$ cat src/ptr_move_pkg.sv
// Constants, encodings and carrier types for the pointer-load and file-move executor
package ptr_move_pkg;

  // Widths
  localparam int INSTR_W   = 16;
  localparam int PTR_W     = 14;
  localparam int DATA_W    = 8;
  localparam int ADDR_W    = 14;
  localparam int BANK_W    = 6;
  localparam int NUM_PTR   = 3;
  localparam int LIT_HI_W  = 4;
  localparam int LIT_LO_W  = 10;

  // Opcode prefixes
  localparam logic [7:0] PTR_FIRST_PREFIX  = 8'hee;
  localparam logic [1:0] PTR_FIRST_ZEROS   = 2'h0;
  localparam logic [3:0] PTR_SECOND_PREFIX = 4'hf;
  localparam logic [1:0] PTR_SECOND_ZEROS  = 2'h0;
  localparam logic [5:0] MOVE_PREFIX       = 6'h14;

  // Field positions
  localparam int SEL_LSB   = 4;
  localparam int DEST_BIT  = 9;
  localparam int BANK_BIT  = 8;
  localparam int SIGN_BIT  = 7;

  // Addressing constants
  localparam logic [1:0]  PTR_SEL_MAX      = 2'h2;
  localparam logic [7:0]  INDEXED_LIMIT    = 8'h5f;
  localparam logic [5:0]  ACCESS_LOW_BANK  = 6'h00;
  localparam logic [5:0]  ACCESS_HIGH_BANK = 6'h3f;
  localparam int          INDEX_PTR        = 2;

  // Values after reset
  localparam logic [13:0] PTR_RESET  = 14'h0000;
  localparam logic [7:0]  WREG_RESET = 8'h00;
  localparam logic [13:0] ADDR_RESET = 14'h0000;

  // Four phases of one instruction cycle
  typedef enum logic [1:0] {
    PH_DECODE  = 2'b00,
    PH_READ    = 2'b01,
    PH_PROCESS = 2'b10,
    PH_WRITE   = 2'b11
  } phase_e;

  // Kind of the instruction cycle in progress
  typedef enum logic [1:0] {
    SEQ_IDLE   = 2'b00,
    SEQ_PTR_HI = 2'b01,
    SEQ_PTR_LO = 2'b10,
    SEQ_MOVE   = 2'b11
  } seq_e;

  // Data memory request
  typedef struct packed {
    logic              rd;
    logic              wr;
    logic [ADDR_W-1:0] addr;
    logic [DATA_W-1:0] wdata;
  } file_bus_s;

  // Status flag outputs
  typedef struct packed {
    logic neg;
    logic zero;
    logic upd;
  } status_s;

endpackage

$ cat src/ptr_move_exec.sv
// Decode and execute of the pointer-load and file-move instructions
`timescale 1ns/1ns
`default_nettype none

// Summary of operation
// - Pointer load takes selector 0 to 2 and a 14-bit literal.
// - The whole 14-bit literal lands in the selected indirect pointer.
// - Pointer load is two words: 11101110 00 sel k13..10, then 1111 00 k9..0.
// - Pointer load never touches the status flags.
// - First cycle reads literal 13..10, writes pointer 13..10 in phase four.
// - Second cycle writes pointer 9..0 in phase four; two cycles total.
// - File move takes 8-bit address, destination bit and bank bit.
// - Destination 0 sends the file value to the working register.
// - Destination 1 writes the value back into the same file register.
// - Bank 0 uses the access bank; bank 1 uses the bank select register.
// - Bank 0, extended set on and address at most 5Fh gives indexed mode.
// - File move sets negative and zero flags from the moved value.
// - File move is one cycle: decode, read, process, write.
module ptr_move_exec #(
  parameter int PTR_W  = 14,                            // Pointer width
  parameter int DATA_W = 8                              // Data width
) (
  input  wire logic                          clk_sys_i,         // Core clock
  input  wire logic                          resetn_i,          // Async reset, low
  input  wire logic [15:0]                   instr_i,           // Instruction word
  input  wire logic                          instr_valid_i,     // Word present
  output logic                               instr_ready_o,     // Word taken in decode
  output ptr_move_pkg::phase_e               phase_o,           // Current phase
  input  wire logic                          ext_set_en_i,      // Extended set on
  input  wire logic [5:0]                    bank_select_reg_i, // Bank select value
  input  wire logic [7:0]                    file_rdata_i,      // File read data
  output ptr_move_pkg::file_bus_s            file_bus_o,        // File request
  output logic [7:0]                         working_reg_o,     // Working register
  output ptr_move_pkg::status_s              flags_o,           // N, Z and update
  output logic [2:0][13:0]                   indirect_pointer_reg_o // Pointers
);

  // Refuse widths the fixed encodings cannot serve, at elaboration
  if (PTR_W != ptr_move_pkg::PTR_W || DATA_W != ptr_move_pkg::DATA_W) begin : g_bad_width
    $error("ptr_move_exec: pointer and data widths are fixed by the encoding");
  end

  // Decode helpers
  function automatic logic is_ptr_first(input logic [15:0] w);
    return w[15:8] == ptr_move_pkg::PTR_FIRST_PREFIX
        && w[7:6] == ptr_move_pkg::PTR_FIRST_ZEROS
        && w[5:4] <= ptr_move_pkg::PTR_SEL_MAX;
  endfunction

  function automatic logic is_ptr_second(input logic [15:0] w);
    return w[15:12] == ptr_move_pkg::PTR_SECOND_PREFIX
        && w[11:10] == ptr_move_pkg::PTR_SECOND_ZEROS;
  endfunction

  function automatic logic is_move(input logic [15:0] w);
    return w[15:10] == ptr_move_pkg::MOVE_PREFIX;
  endfunction

  ptr_move_pkg::phase_e phase;
  ptr_move_pkg::seq_e   seq;
  logic                 taken;
  logic [1:0]           ptr_sel;
  logic [3:0]           lit_hi;
  logic [9:0]           lit_lo;
  logic                 dest;
  logic [13:0]          file_addr;
  logic [7:0]           move_value;
  logic [7:0]           working_reg;
  logic                 flag_neg;
  logic                 flag_zero;
  logic                 flag_upd;
  logic [13:0]          ptr [3];
  logic [13:0]          next_addr;
  logic                 indexed;

  assign taken         = instr_valid_i && (phase == ptr_move_pkg::PH_DECODE);
  assign instr_ready_o = (phase == ptr_move_pkg::PH_DECODE);
  assign phase_o       = phase;

  // Phase counter, free running
  always_ff @(posedge clk_sys_i or negedge resetn_i) begin
    if (!resetn_i) begin
      phase <= ptr_move_pkg::PH_DECODE;
    end else begin
      phase <= ptr_move_pkg::phase_e'(phase + 2'h1);
    end
  end

  // Sequence of instruction cycles
  always_ff @(posedge clk_sys_i or negedge resetn_i) begin
    if (!resetn_i) begin
      seq <= ptr_move_pkg::SEQ_IDLE;
    end else if (phase == ptr_move_pkg::PH_DECODE) begin
      case (seq)
        ptr_move_pkg::SEQ_PTR_HI: begin
          if (taken && is_ptr_second(instr_i)) begin
            seq <= ptr_move_pkg::SEQ_PTR_LO;
          end else begin
            seq <= ptr_move_pkg::SEQ_IDLE;
          end
        end
        default: begin
          if (taken && is_ptr_first(instr_i)) begin
            seq <= ptr_move_pkg::SEQ_PTR_HI;
          end else if (taken && is_move(instr_i)) begin
            seq <= ptr_move_pkg::SEQ_MOVE;
          end else begin
            seq <= ptr_move_pkg::SEQ_IDLE;
          end
        end
      endcase
    end
  end

  // Operand latches taken in decode
  always_ff @(posedge clk_sys_i or negedge resetn_i) begin
    if (!resetn_i) begin
      ptr_sel <= 2'h0;
      lit_hi  <= 4'h0;
      lit_lo  <= 10'h000;
      dest    <= 1'b0;
    end else if (taken) begin
      if (seq == ptr_move_pkg::SEQ_PTR_HI) begin
        lit_lo <= instr_i[9:0];
      end else if (is_ptr_first(instr_i)) begin
        ptr_sel <= instr_i[ptr_move_pkg::SEL_LSB +: 2];
        lit_hi  <= instr_i[3:0];
      end else begin
        dest <= instr_i[ptr_move_pkg::DEST_BIT];
      end
    end
  end

  // Address selection for a move
  always_comb begin
    indexed = !instr_i[ptr_move_pkg::BANK_BIT] && ext_set_en_i
           && (instr_i[7:0] <= ptr_move_pkg::INDEXED_LIMIT);
    if (instr_i[ptr_move_pkg::BANK_BIT]) begin
      next_addr = {bank_select_reg_i, instr_i[7:0]};
    end else if (indexed) begin
      next_addr = 14'(ptr[ptr_move_pkg::INDEX_PTR] + {6'h00, instr_i[7:0]});
    end else if (instr_i[7:0] <= ptr_move_pkg::INDEXED_LIMIT) begin
      next_addr = {ptr_move_pkg::ACCESS_LOW_BANK, instr_i[7:0]};
    end else begin
      next_addr = {ptr_move_pkg::ACCESS_HIGH_BANK, instr_i[7:0]};
    end
  end

  // File address register
  always_ff @(posedge clk_sys_i or negedge resetn_i) begin
    if (!resetn_i) begin
      file_addr <= ptr_move_pkg::ADDR_RESET;
    end else if (taken && seq != ptr_move_pkg::SEQ_PTR_HI && is_move(instr_i)) begin
      file_addr <= next_addr;
    end
  end

  // Move data captured at the end of process
  always_ff @(posedge clk_sys_i or negedge resetn_i) begin
    if (!resetn_i) begin
      move_value <= 8'h00;
    end else if (seq == ptr_move_pkg::SEQ_MOVE && phase == ptr_move_pkg::PH_PROCESS) begin
      move_value <= file_rdata_i;
    end
  end

  // File bus, strobes tied to phases
  assign file_bus_o.rd    = (seq == ptr_move_pkg::SEQ_MOVE)
                         && (phase == ptr_move_pkg::PH_READ);
  assign file_bus_o.wr    = (seq == ptr_move_pkg::SEQ_MOVE)
                         && (phase == ptr_move_pkg::PH_WRITE) && dest;
  assign file_bus_o.addr  = file_addr;
  assign file_bus_o.wdata = move_value;

  // Working register
  always_ff @(posedge clk_sys_i or negedge resetn_i) begin
    if (!resetn_i) begin
      working_reg <= ptr_move_pkg::WREG_RESET;
    end else if (seq == ptr_move_pkg::SEQ_MOVE && phase == ptr_move_pkg::PH_WRITE
                 && !dest) begin
      working_reg <= move_value;
    end
  end
  assign working_reg_o = working_reg;

  // Status flags, moves only
  // pointer loads skip flags
  always_ff @(posedge clk_sys_i or negedge resetn_i) begin
    if (!resetn_i) begin
      flag_neg  <= 1'b0;
      flag_zero <= 1'b0;
      flag_upd  <= 1'b0;
    end else begin
      flag_upd <= 1'b0;
      if (seq == ptr_move_pkg::SEQ_MOVE && phase == ptr_move_pkg::PH_WRITE) begin
        flag_neg  <= move_value[ptr_move_pkg::SIGN_BIT];
        flag_zero <= (move_value == 8'h00);
        flag_upd  <= 1'b1;
      end
    end
  end
  assign flags_o.neg  = flag_neg;
  assign flags_o.zero = flag_zero;
  assign flags_o.upd  = flag_upd;

  // Pointer registers, one per selector
  // selected pointer loaded in two parts, bits 13..10 then bits 9..0
  for (genvar g = 0; g < ptr_move_pkg::NUM_PTR; g++) begin : g_ptr
    always_ff @(posedge clk_sys_i or negedge resetn_i) begin
      if (!resetn_i) begin
        ptr[g] <= ptr_move_pkg::PTR_RESET;
      end else if (phase == ptr_move_pkg::PH_WRITE && ptr_sel == 2'(g)) begin
        if (seq == ptr_move_pkg::SEQ_PTR_HI) begin
          ptr[g][13:10] <= lit_hi;
        end else if (seq == ptr_move_pkg::SEQ_PTR_LO) begin
          ptr[g][9:0] <= lit_lo;
        end
      end
    end
    assign indirect_pointer_reg_o[g] = ptr[g];
  end

  // Checks on the executed behaviour
  logic [13:0] expect_ptr;
  assign expect_ptr = {lit_hi, lit_lo};

  a_ptr_full_load: assert property (
    @(posedge clk_sys_i) disable iff (!resetn_i)
    (seq == ptr_move_pkg::SEQ_PTR_LO && phase == ptr_move_pkg::PH_WRITE)
    |=> ptr[ptr_sel] == $past(expect_ptr))
    else $error("pointer does not hold the full literal");

  a_ptr_hi_phase: assert property (
    @(posedge clk_sys_i) disable iff (!resetn_i)
    (seq == ptr_move_pkg::SEQ_PTR_HI && phase != ptr_move_pkg::PH_WRITE)
    |=> $stable(ptr[ptr_sel]))
    else $error("pointer changed before phase four");

  a_ptr_two_cycles: assert property (
    @(posedge clk_sys_i) disable iff (!resetn_i)
    (seq == ptr_move_pkg::SEQ_PTR_LO && phase == ptr_move_pkg::PH_DECODE)
    |-> $past(seq, 4) == ptr_move_pkg::SEQ_PTR_HI)
    else $error("second pointer cycle without a first");

  a_ptr_no_flags: assert property (
    @(posedge clk_sys_i) disable iff (!resetn_i)
    (seq == ptr_move_pkg::SEQ_PTR_HI || seq == ptr_move_pkg::SEQ_PTR_LO)
    |=> !flag_upd && $stable(flag_neg) && $stable(flag_zero))
    else $error("pointer load altered a status flag");

  a_move_to_work: assert property (
    @(posedge clk_sys_i) disable iff (!resetn_i)
    (seq == ptr_move_pkg::SEQ_MOVE && phase == ptr_move_pkg::PH_PROCESS && !dest)
    ##1 1'b1 |=> working_reg == $past(file_rdata_i, 2))
    else $error("working register missed the moved value");

  a_move_writeback: assert property (
    @(posedge clk_sys_i) disable iff (!resetn_i)
    file_bus_o.wr |-> dest && file_bus_o.wdata == $past(file_rdata_i)
      && $past(file_bus_o.rd, 2) && file_bus_o.addr == $past(file_bus_o.addr, 2))
    else $error("write back not to the register just read");

  a_bank_addr: assert property (
    @(posedge clk_sys_i) disable iff (!resetn_i)
    (taken && seq != ptr_move_pkg::SEQ_PTR_HI && is_move(instr_i)
     && instr_i[ptr_move_pkg::BANK_BIT])
    |=> file_addr == {$past(bank_select_reg_i), $past(instr_i[7:0])})
    else $error("banked address wrong");

  a_indexed_addr: assert property (
    @(posedge clk_sys_i) disable iff (!resetn_i)
    (taken && seq != ptr_move_pkg::SEQ_PTR_HI && is_move(instr_i) && indexed)
    |=> file_addr == 14'($past(ptr[ptr_move_pkg::INDEX_PTR]) + {6'h00, $past(instr_i[7:0])}))
    else $error("indexed address wrong");

  a_move_flags: assert property (
    @(posedge clk_sys_i) disable iff (!resetn_i)
    flag_upd |-> flag_zero == ($past(move_value) == 8'h00)
      && flag_neg == $past(move_value[7]))
    else $error("flags do not follow the moved value");

  a_move_one_cycle: assert property (
    @(posedge clk_sys_i) disable iff (!resetn_i)
    file_bus_o.rd |-> ##2 (phase == ptr_move_pkg::PH_WRITE && seq == ptr_move_pkg::SEQ_MOVE))
    else $error("move did not finish in one instruction cycle");

  a_ptr_sel_range: assert property (
    @(posedge clk_sys_i) disable iff (!resetn_i)
    seq == ptr_move_pkg::SEQ_PTR_HI |-> ptr_sel <= ptr_move_pkg::PTR_SEL_MAX)
    else $error("pointer selector out of range");

endmodule

`default_nettype wire

$ cat config.mk
export PLATFORM = sky130hd
export DESIGN_NAME = ptr_move_exec
export DESIGN_NICKNAME = d
export VERILOG_FILES = /design/src/ptr_move_pkg.sv /design/src/ptr_move_exec.sv
export SDC_FILE = /design/constraint.sdc
export NUM_CORES = 1
export LEC_CHECK = 0
export BUFFER_PORTS_ARGS = -buffer_cell sky130_fd_sc_hd__clkbuf_2
export CAP_MARGIN = 20
export CORE_MARGIN = 3
export CORE_UTILIZATION = 53
export DETAILED_ROUTE_END_ITERATION = 8
export PLACE_DENSITY = 0.8
export REMOVE_ABC_BUFFERS = 1
export SLEW_MARGIN = 5
export SYNTH_ARGS = -nofsm -noshare
export SYNTH_HDL_FRONTEND = slang
export SYNTH_SLANG_ARGS = --single-unit
$ cat constraint.sdc
create_clock -name clk_sys_i -period 6.8 [get_ports clk_sys_i]
set_input_delay 0 -clock clk_sys_i [delete_from_list [all_inputs] [get_ports clk_sys_i]]
set_output_delay 0 -clock clk_sys_i [all_outputs]
set_load 0.01 [all_outputs]
# After elaboration in Yosys (flattened, before gate mapping)
# Cells that the tools add are included.
# classes
add_sub_neg	2
magnitude_cmp	2
n_eq_ne	12
muxes	8
n_bitwise	2
n_reduce_logical	35
# op_table
operator	count
2-to-1 mux 14 bit	3
logical AND 1 bit	19
AND reduction 3 bit	5
adder 14 x 8 -> 14 bit	1
== test 2 bit (second input constant)	5
== test 8 bit (second input constant)	1
less-or-equal comparator 8 x 7 -> 1 bit (second input constant)	1
zero test 2 bit	4
zero test 8 bit	1
2-to-1 mux 2 bit	4
AND reduction 2 bit	4
== test 2 x 1 -> 1 bit (second input constant)	3
== test 6 x 5 -> 1 bit (second input constant)	1
== test 4 bit (second input constant)	1
adder 2 x 1 -> 2 bit (second input constant)	1
less-or-equal comparator 2 bit (second input constant)	1
zero test 1 bit	2
!= test 2 x 1 -> 1 bit (second input constant)	1
inverter 1 bit	2
2-to-1 mux 1 bit	1
# word_totals
regBits	96
input_bits	34
wordCells	79

# Longest topological paths before layout
# logic_depth
ltp_word	6
ltp_mapped	9
mapped_depth_nobuf	8

# Worst setup path after synthesis
# No wires, ideal clock.
# synth_path
path_kind	register to register
from	register ptr, in the netlist indirect_pointer_reg_o[28]
to	register file_addr[10]
arrival_time_ns	2.184
required_time_ns	6.681
slack_ns	4.497
path_stages_with_launch	9
n_path_buf	0
period_less_slack_ns	2.303
path_cell_list	dfrtp_1 > ha_1 > fa_1 > a21o_1 > a221oi_1 > a211oi_1 > xnor2_1 > o221ai_1 > o21a_1
# synth_via
elab_chain_len	3
# synth_lines
element	line	text
start: declaration	ptr_move_exec.sv:72	logic [13:0] ptr [3];
start signal: indexed assignment	ptr_move_exec.sv:211	ptr[g] <= ptr_move_pkg::PTR_RESET;
start signal: indexed assignment	ptr_move_exec.sv:214	ptr[g][13:10] <= lit_hi;
start signal: indexed assignment	ptr_move_exec.sv:216	ptr[g][9:0] <= lit_lo;
adder 14 x 8 -> 14 bit	ptr_move_exec.sv:141	next_addr = 14'(ptr[ptr_move_pkg::INDEX_PTR] + {6'h00, instr_i[7:0]});
2-to-1 mux 14 bit	ptr_move_exec.sv:140	end else if (indexed) begin
2-to-1 mux 14 bit	ptr_move_exec.sv:138	if (instr_i[ptr_move_pkg::BANK_BIT]) begin
end signal: assignment	ptr_move_exec.sv:152	file_addr <= ptr_move_pkg::ADDR_RESET;
end signal: assignment	ptr_move_exec.sv:154	file_addr <= next_addr;
end: declaration	ptr_move_exec.sv:66	logic [13:0] file_addr;
# No other way between the ends.
# A chain may end at the register's enable or synchronous reset.

# Worst setup path after layout
# Same ends and word-level chain as after synthesis.

==> metrics <==
drt total wl between 10000 and 15000 µm; Sw Pwr approximately 250 µW; Die Width roughly 97 µm; Reg clk slew, reported paths roughly 0.09 ns; Comb power frac 0.069; CORE AREA 7850 µm²; share of cells above drive strength 1 0.427; Min-Delay Path Class primary input to flip-flop; die height between 90 and 100 µm; pin slew with the least headroom to its limit around 1.0 ns; EDFF count, synth 0; CP arrival slightly below 3 ns; critical path class flip-flop to flip-flop; drt first-iter violations between 150 and 200; worst vdd ir 101 µV; crit path max fanout 4; power density over cell area 194 nW/µm²; CP Launch Type flip-flop; synthesized area ~4400 µm²; Yosys cell types 40; H-tree level count 3; largest net degree at the start of global routing 53; Clock Power Share 0.370; vias in the first global route roughly 3400; Fin. Hold Viols 0; Post-Syn Instances approximately 350; TritonCTS clock tree yes; cells along the critical path ha_1 > fa_1 > a21o_1 > a221oi_1 > a211oi_1 > xnor2_1 > o221ai_1 > o21a_1; # IOs around 110; GRT Overall Usage 0.221; register share of total power 0.561; vias after detailed routing about 3200; max frequency 0.374 GHz; WL/cell around 17 µm; top_reg_cell synth dfrtp_1; initial antenna violation count 0; syn_area_per_cell between 10 and 15 µm²; Post-synth ARST share 1.00; Skew-Pair Late Insertion Delay around 0.37 ns; via density per instance roughly 5.5; Final HPWL DP between 7000 and 8000 µm; Placer Congestion 0.834; post-CTS sizing 0; area of the multi-input gates 1880 µm²; max cap viols 0; RSZ-0062 raised after global routing false; CP max-delay cell a221oi_1; Final setup viols 0; final net count between 500 and 600; die area around 9400 µm²; DR DRC count 0; input/output buffers approximately 110; Pins Over Slew Limit 0; fill cell count 610; Area growth syn-to-layout 23.5%; static leakage about 2.8 nW; CP Capture Type flip-flop; CP peak stage delay around 0.58 ns; drt pass-1 iters 4; CTS Sinks 96; diode count 0; Tcrit/Tclk final 0.393; Root Buffer clkbuf_8; number of buffers created by CTS 9; Synth Register Bits between 90 and 100; relative slew slack 0.309; Internal roughly 790 µW; Post-DRT Antenna Nets 0; WP data required 7.05 ns; clock skew about 0.017 ns; Util after Layout 0.688; first-pass GRT wire length between 15000 and 20000 µm; Starting Density 0.557; yosys warns 0; status complete, no violations; min cycle time layout about 2.7 ns; row cnt 32; register area share after synthesis 0.550; CTS max path bufs 2; register area 2400 µm²; GR Overflow Total 0; sw frac 0.242; TNS Setup 0 ns
## flip-flops by register name (all words and copies together), names as in the netlist
| register | flops |
|---|---|
| file_addr | 14 |
| seq | 2 |
| flag_neg | 1 |
| lit_lo | 10 |
| indirect_pointer_reg_o | 42 |
| flag_upd | 1 |
| ptr_sel | 2 |
| phase_o | 2 |
| dest | 1 |
| lit_hi | 4 |
| working_reg_o | 8 |
| move_value | 8 |
| flag_zero | 1 |
## worst paths after layout
kind | from | endpoint | slack (ns) | depth (start not counted)
min reg2reg | file_addr[7] | file_addr[7] | 0.49 | 1
min in group asynchronous | resetn_i | move_value[3] | 0.16 | 2
min | instr_i[7] | lit_lo[7] | 0.01 | 2
max | indirect_pointer_reg_o[28] | file_addr[10] | 4.13 | 8
max reg2reg | indirect_pointer_reg_o[28] | file_addr[10] | 4.13 | 8
max in group asynchronous | resetn_i | file_addr[8] | 5.53 | 3
## kinds of logic after synthesis
family	count (synthesis)	synth area share
AOI/OAI and AO/OA	50	0.0716
and+or+nand+nor	85	0.101
xor gates and xnor gates	9	0.0180
muxes	78	0.200
adders and majority gates	13	0.0389
DFF	96	0.550
buffers and inverters	20	0.0209
## Yosys cell counts (2+ instances only)
cell type | number | area share
nor2_1 | 18 | 0.015
xor2_1 | 2 | 0.0040
o21a_1 | 2 | 0.0034
a211oi_1 | 3 | 0.0052
o221ai_1 | 2 | 0.0040
nor3_1 | 8 | 0.0092
nand2b_1 | 4 | 0.0057
dfrtp_1 | 96 | 0.55
buf_4 | 4 | 0.0069
clkbuf_1 | 7 | 0.0060
nand3_1 | 8 | 0.0092
xnor2_1 | 7 | 0.014
and3_1 | 2 | 0.0029
ha_1 | 12 | 0.034
nor2b_1 | 9 | 0.013
and2_1 | 2 | 0.0029
a21oi_1 | 16 | 0.018
mux2i_1 | 4 | 0.0092
inv_1 | 8 | 0.0069
a21o_1 | 3 | 0.0052
or3_1 | 3 | 0.0043
o21ai_0 | 17 | 0.019
nand4_1 | 3 | 0.0043
nor4_1 | 3 | 0.0043
mux2_2 | 74 | 0.19
nand2_1 | 20 | 0.017
## through the flow
step / hold WS [ns] / power (mW) / area, µm² / cells / worst slack (ns)
6_report: 0.0101 / 1.05 / 5400 / 589 / 4.13
5_1_grt: 0.0121 / 1.08 / 5400 / 589 / 4.00
4_1_cts: 0.00453 / 1.05 / 5400 / 589 / 4.15
3_5_place_dp: 0.0307 / 0.663 / 5010 / 555 / 4.19
3_3_place_gp: 0.0139 / 0.660 / 5010 / 555 / 4.32
2_1_floorplan: -0.296 / 0.621 / 4310 / 339 / 4.47
## worst max-delay path: cells and delay by family, from the launching register on
| family | cells | cell delay [ns] |
|---|---|---|
| adders and majority gates | 2 | 0.65 |
| DFF | 1 | 0.42 |
| xor gates and xnor gates | 1 | 0.18 |
| AOI/OAI and AO/OA | 5 | 1.31 |
## cell type report
| type | count | share of cell area |
|---|---|---|
| clock buffer | 10 | 0.0255 |
| clock inverter | 6 | 0.0123 |
| inverter | 8 | 0.00557 |
| multi-input combinational | 235 | 0.348 |
| sequential | 96 | 0.445 |
| tap | 102 | 0.0237 |
| timing repair buffer | 132 | 0.140 |
## per-layer routing
layer	up-vias	track usage	routed length [µm]
met4	0	0.0616	123
met5	-	0	0
li1	1509	-	-
met3	11	0.0642	741
met2	114	0.360	5050
met1	1604	0.289	4290
## cell usage in the layout, fill, tap and decap left out, types with 9 or more instances in the layout
| master | count |
|---|---|
| mux2_2 | 74 |
| dlygate4sd3_1 | 18 |
| nor2_1 | 18 |
| clkbuf_8 | 10 |
| o21ai_0 | 17 |
| dfrtp_1 | 96 |
| a21oi_1 | 16 |
| clkbuf_2 | 112 |
| ha_1 | 12 |
| nand2_1 | 20 |
| nor2b_1 | 9 |
## power by group through the flow
| stage | clock, mW | combinational (mW) | sequential, mW |
|---|---|---|---|
| floorplan | 0 | 0.0213 | 0.600 |
| global placement | 0 | 0.0628 | 0.597 |
| detailed placement | 0 | 0.0644 | 0.598 |
| CTS | 0.392 | 0.0727 | 0.587 |
| global route | 0.414 | 0.0800 | 0.588 |
| finish | 0.387 | 0.0719 | 0.587 |
## what timing repair did
| action | in CTS | in global routing |
|---|---|---|
| hold buffers | 18 | 0 |
| endpoints found under the hold margin | 68 | 0 |
| buffers inserted | 0 | 0 |
(Power assumes the default switching activity.)
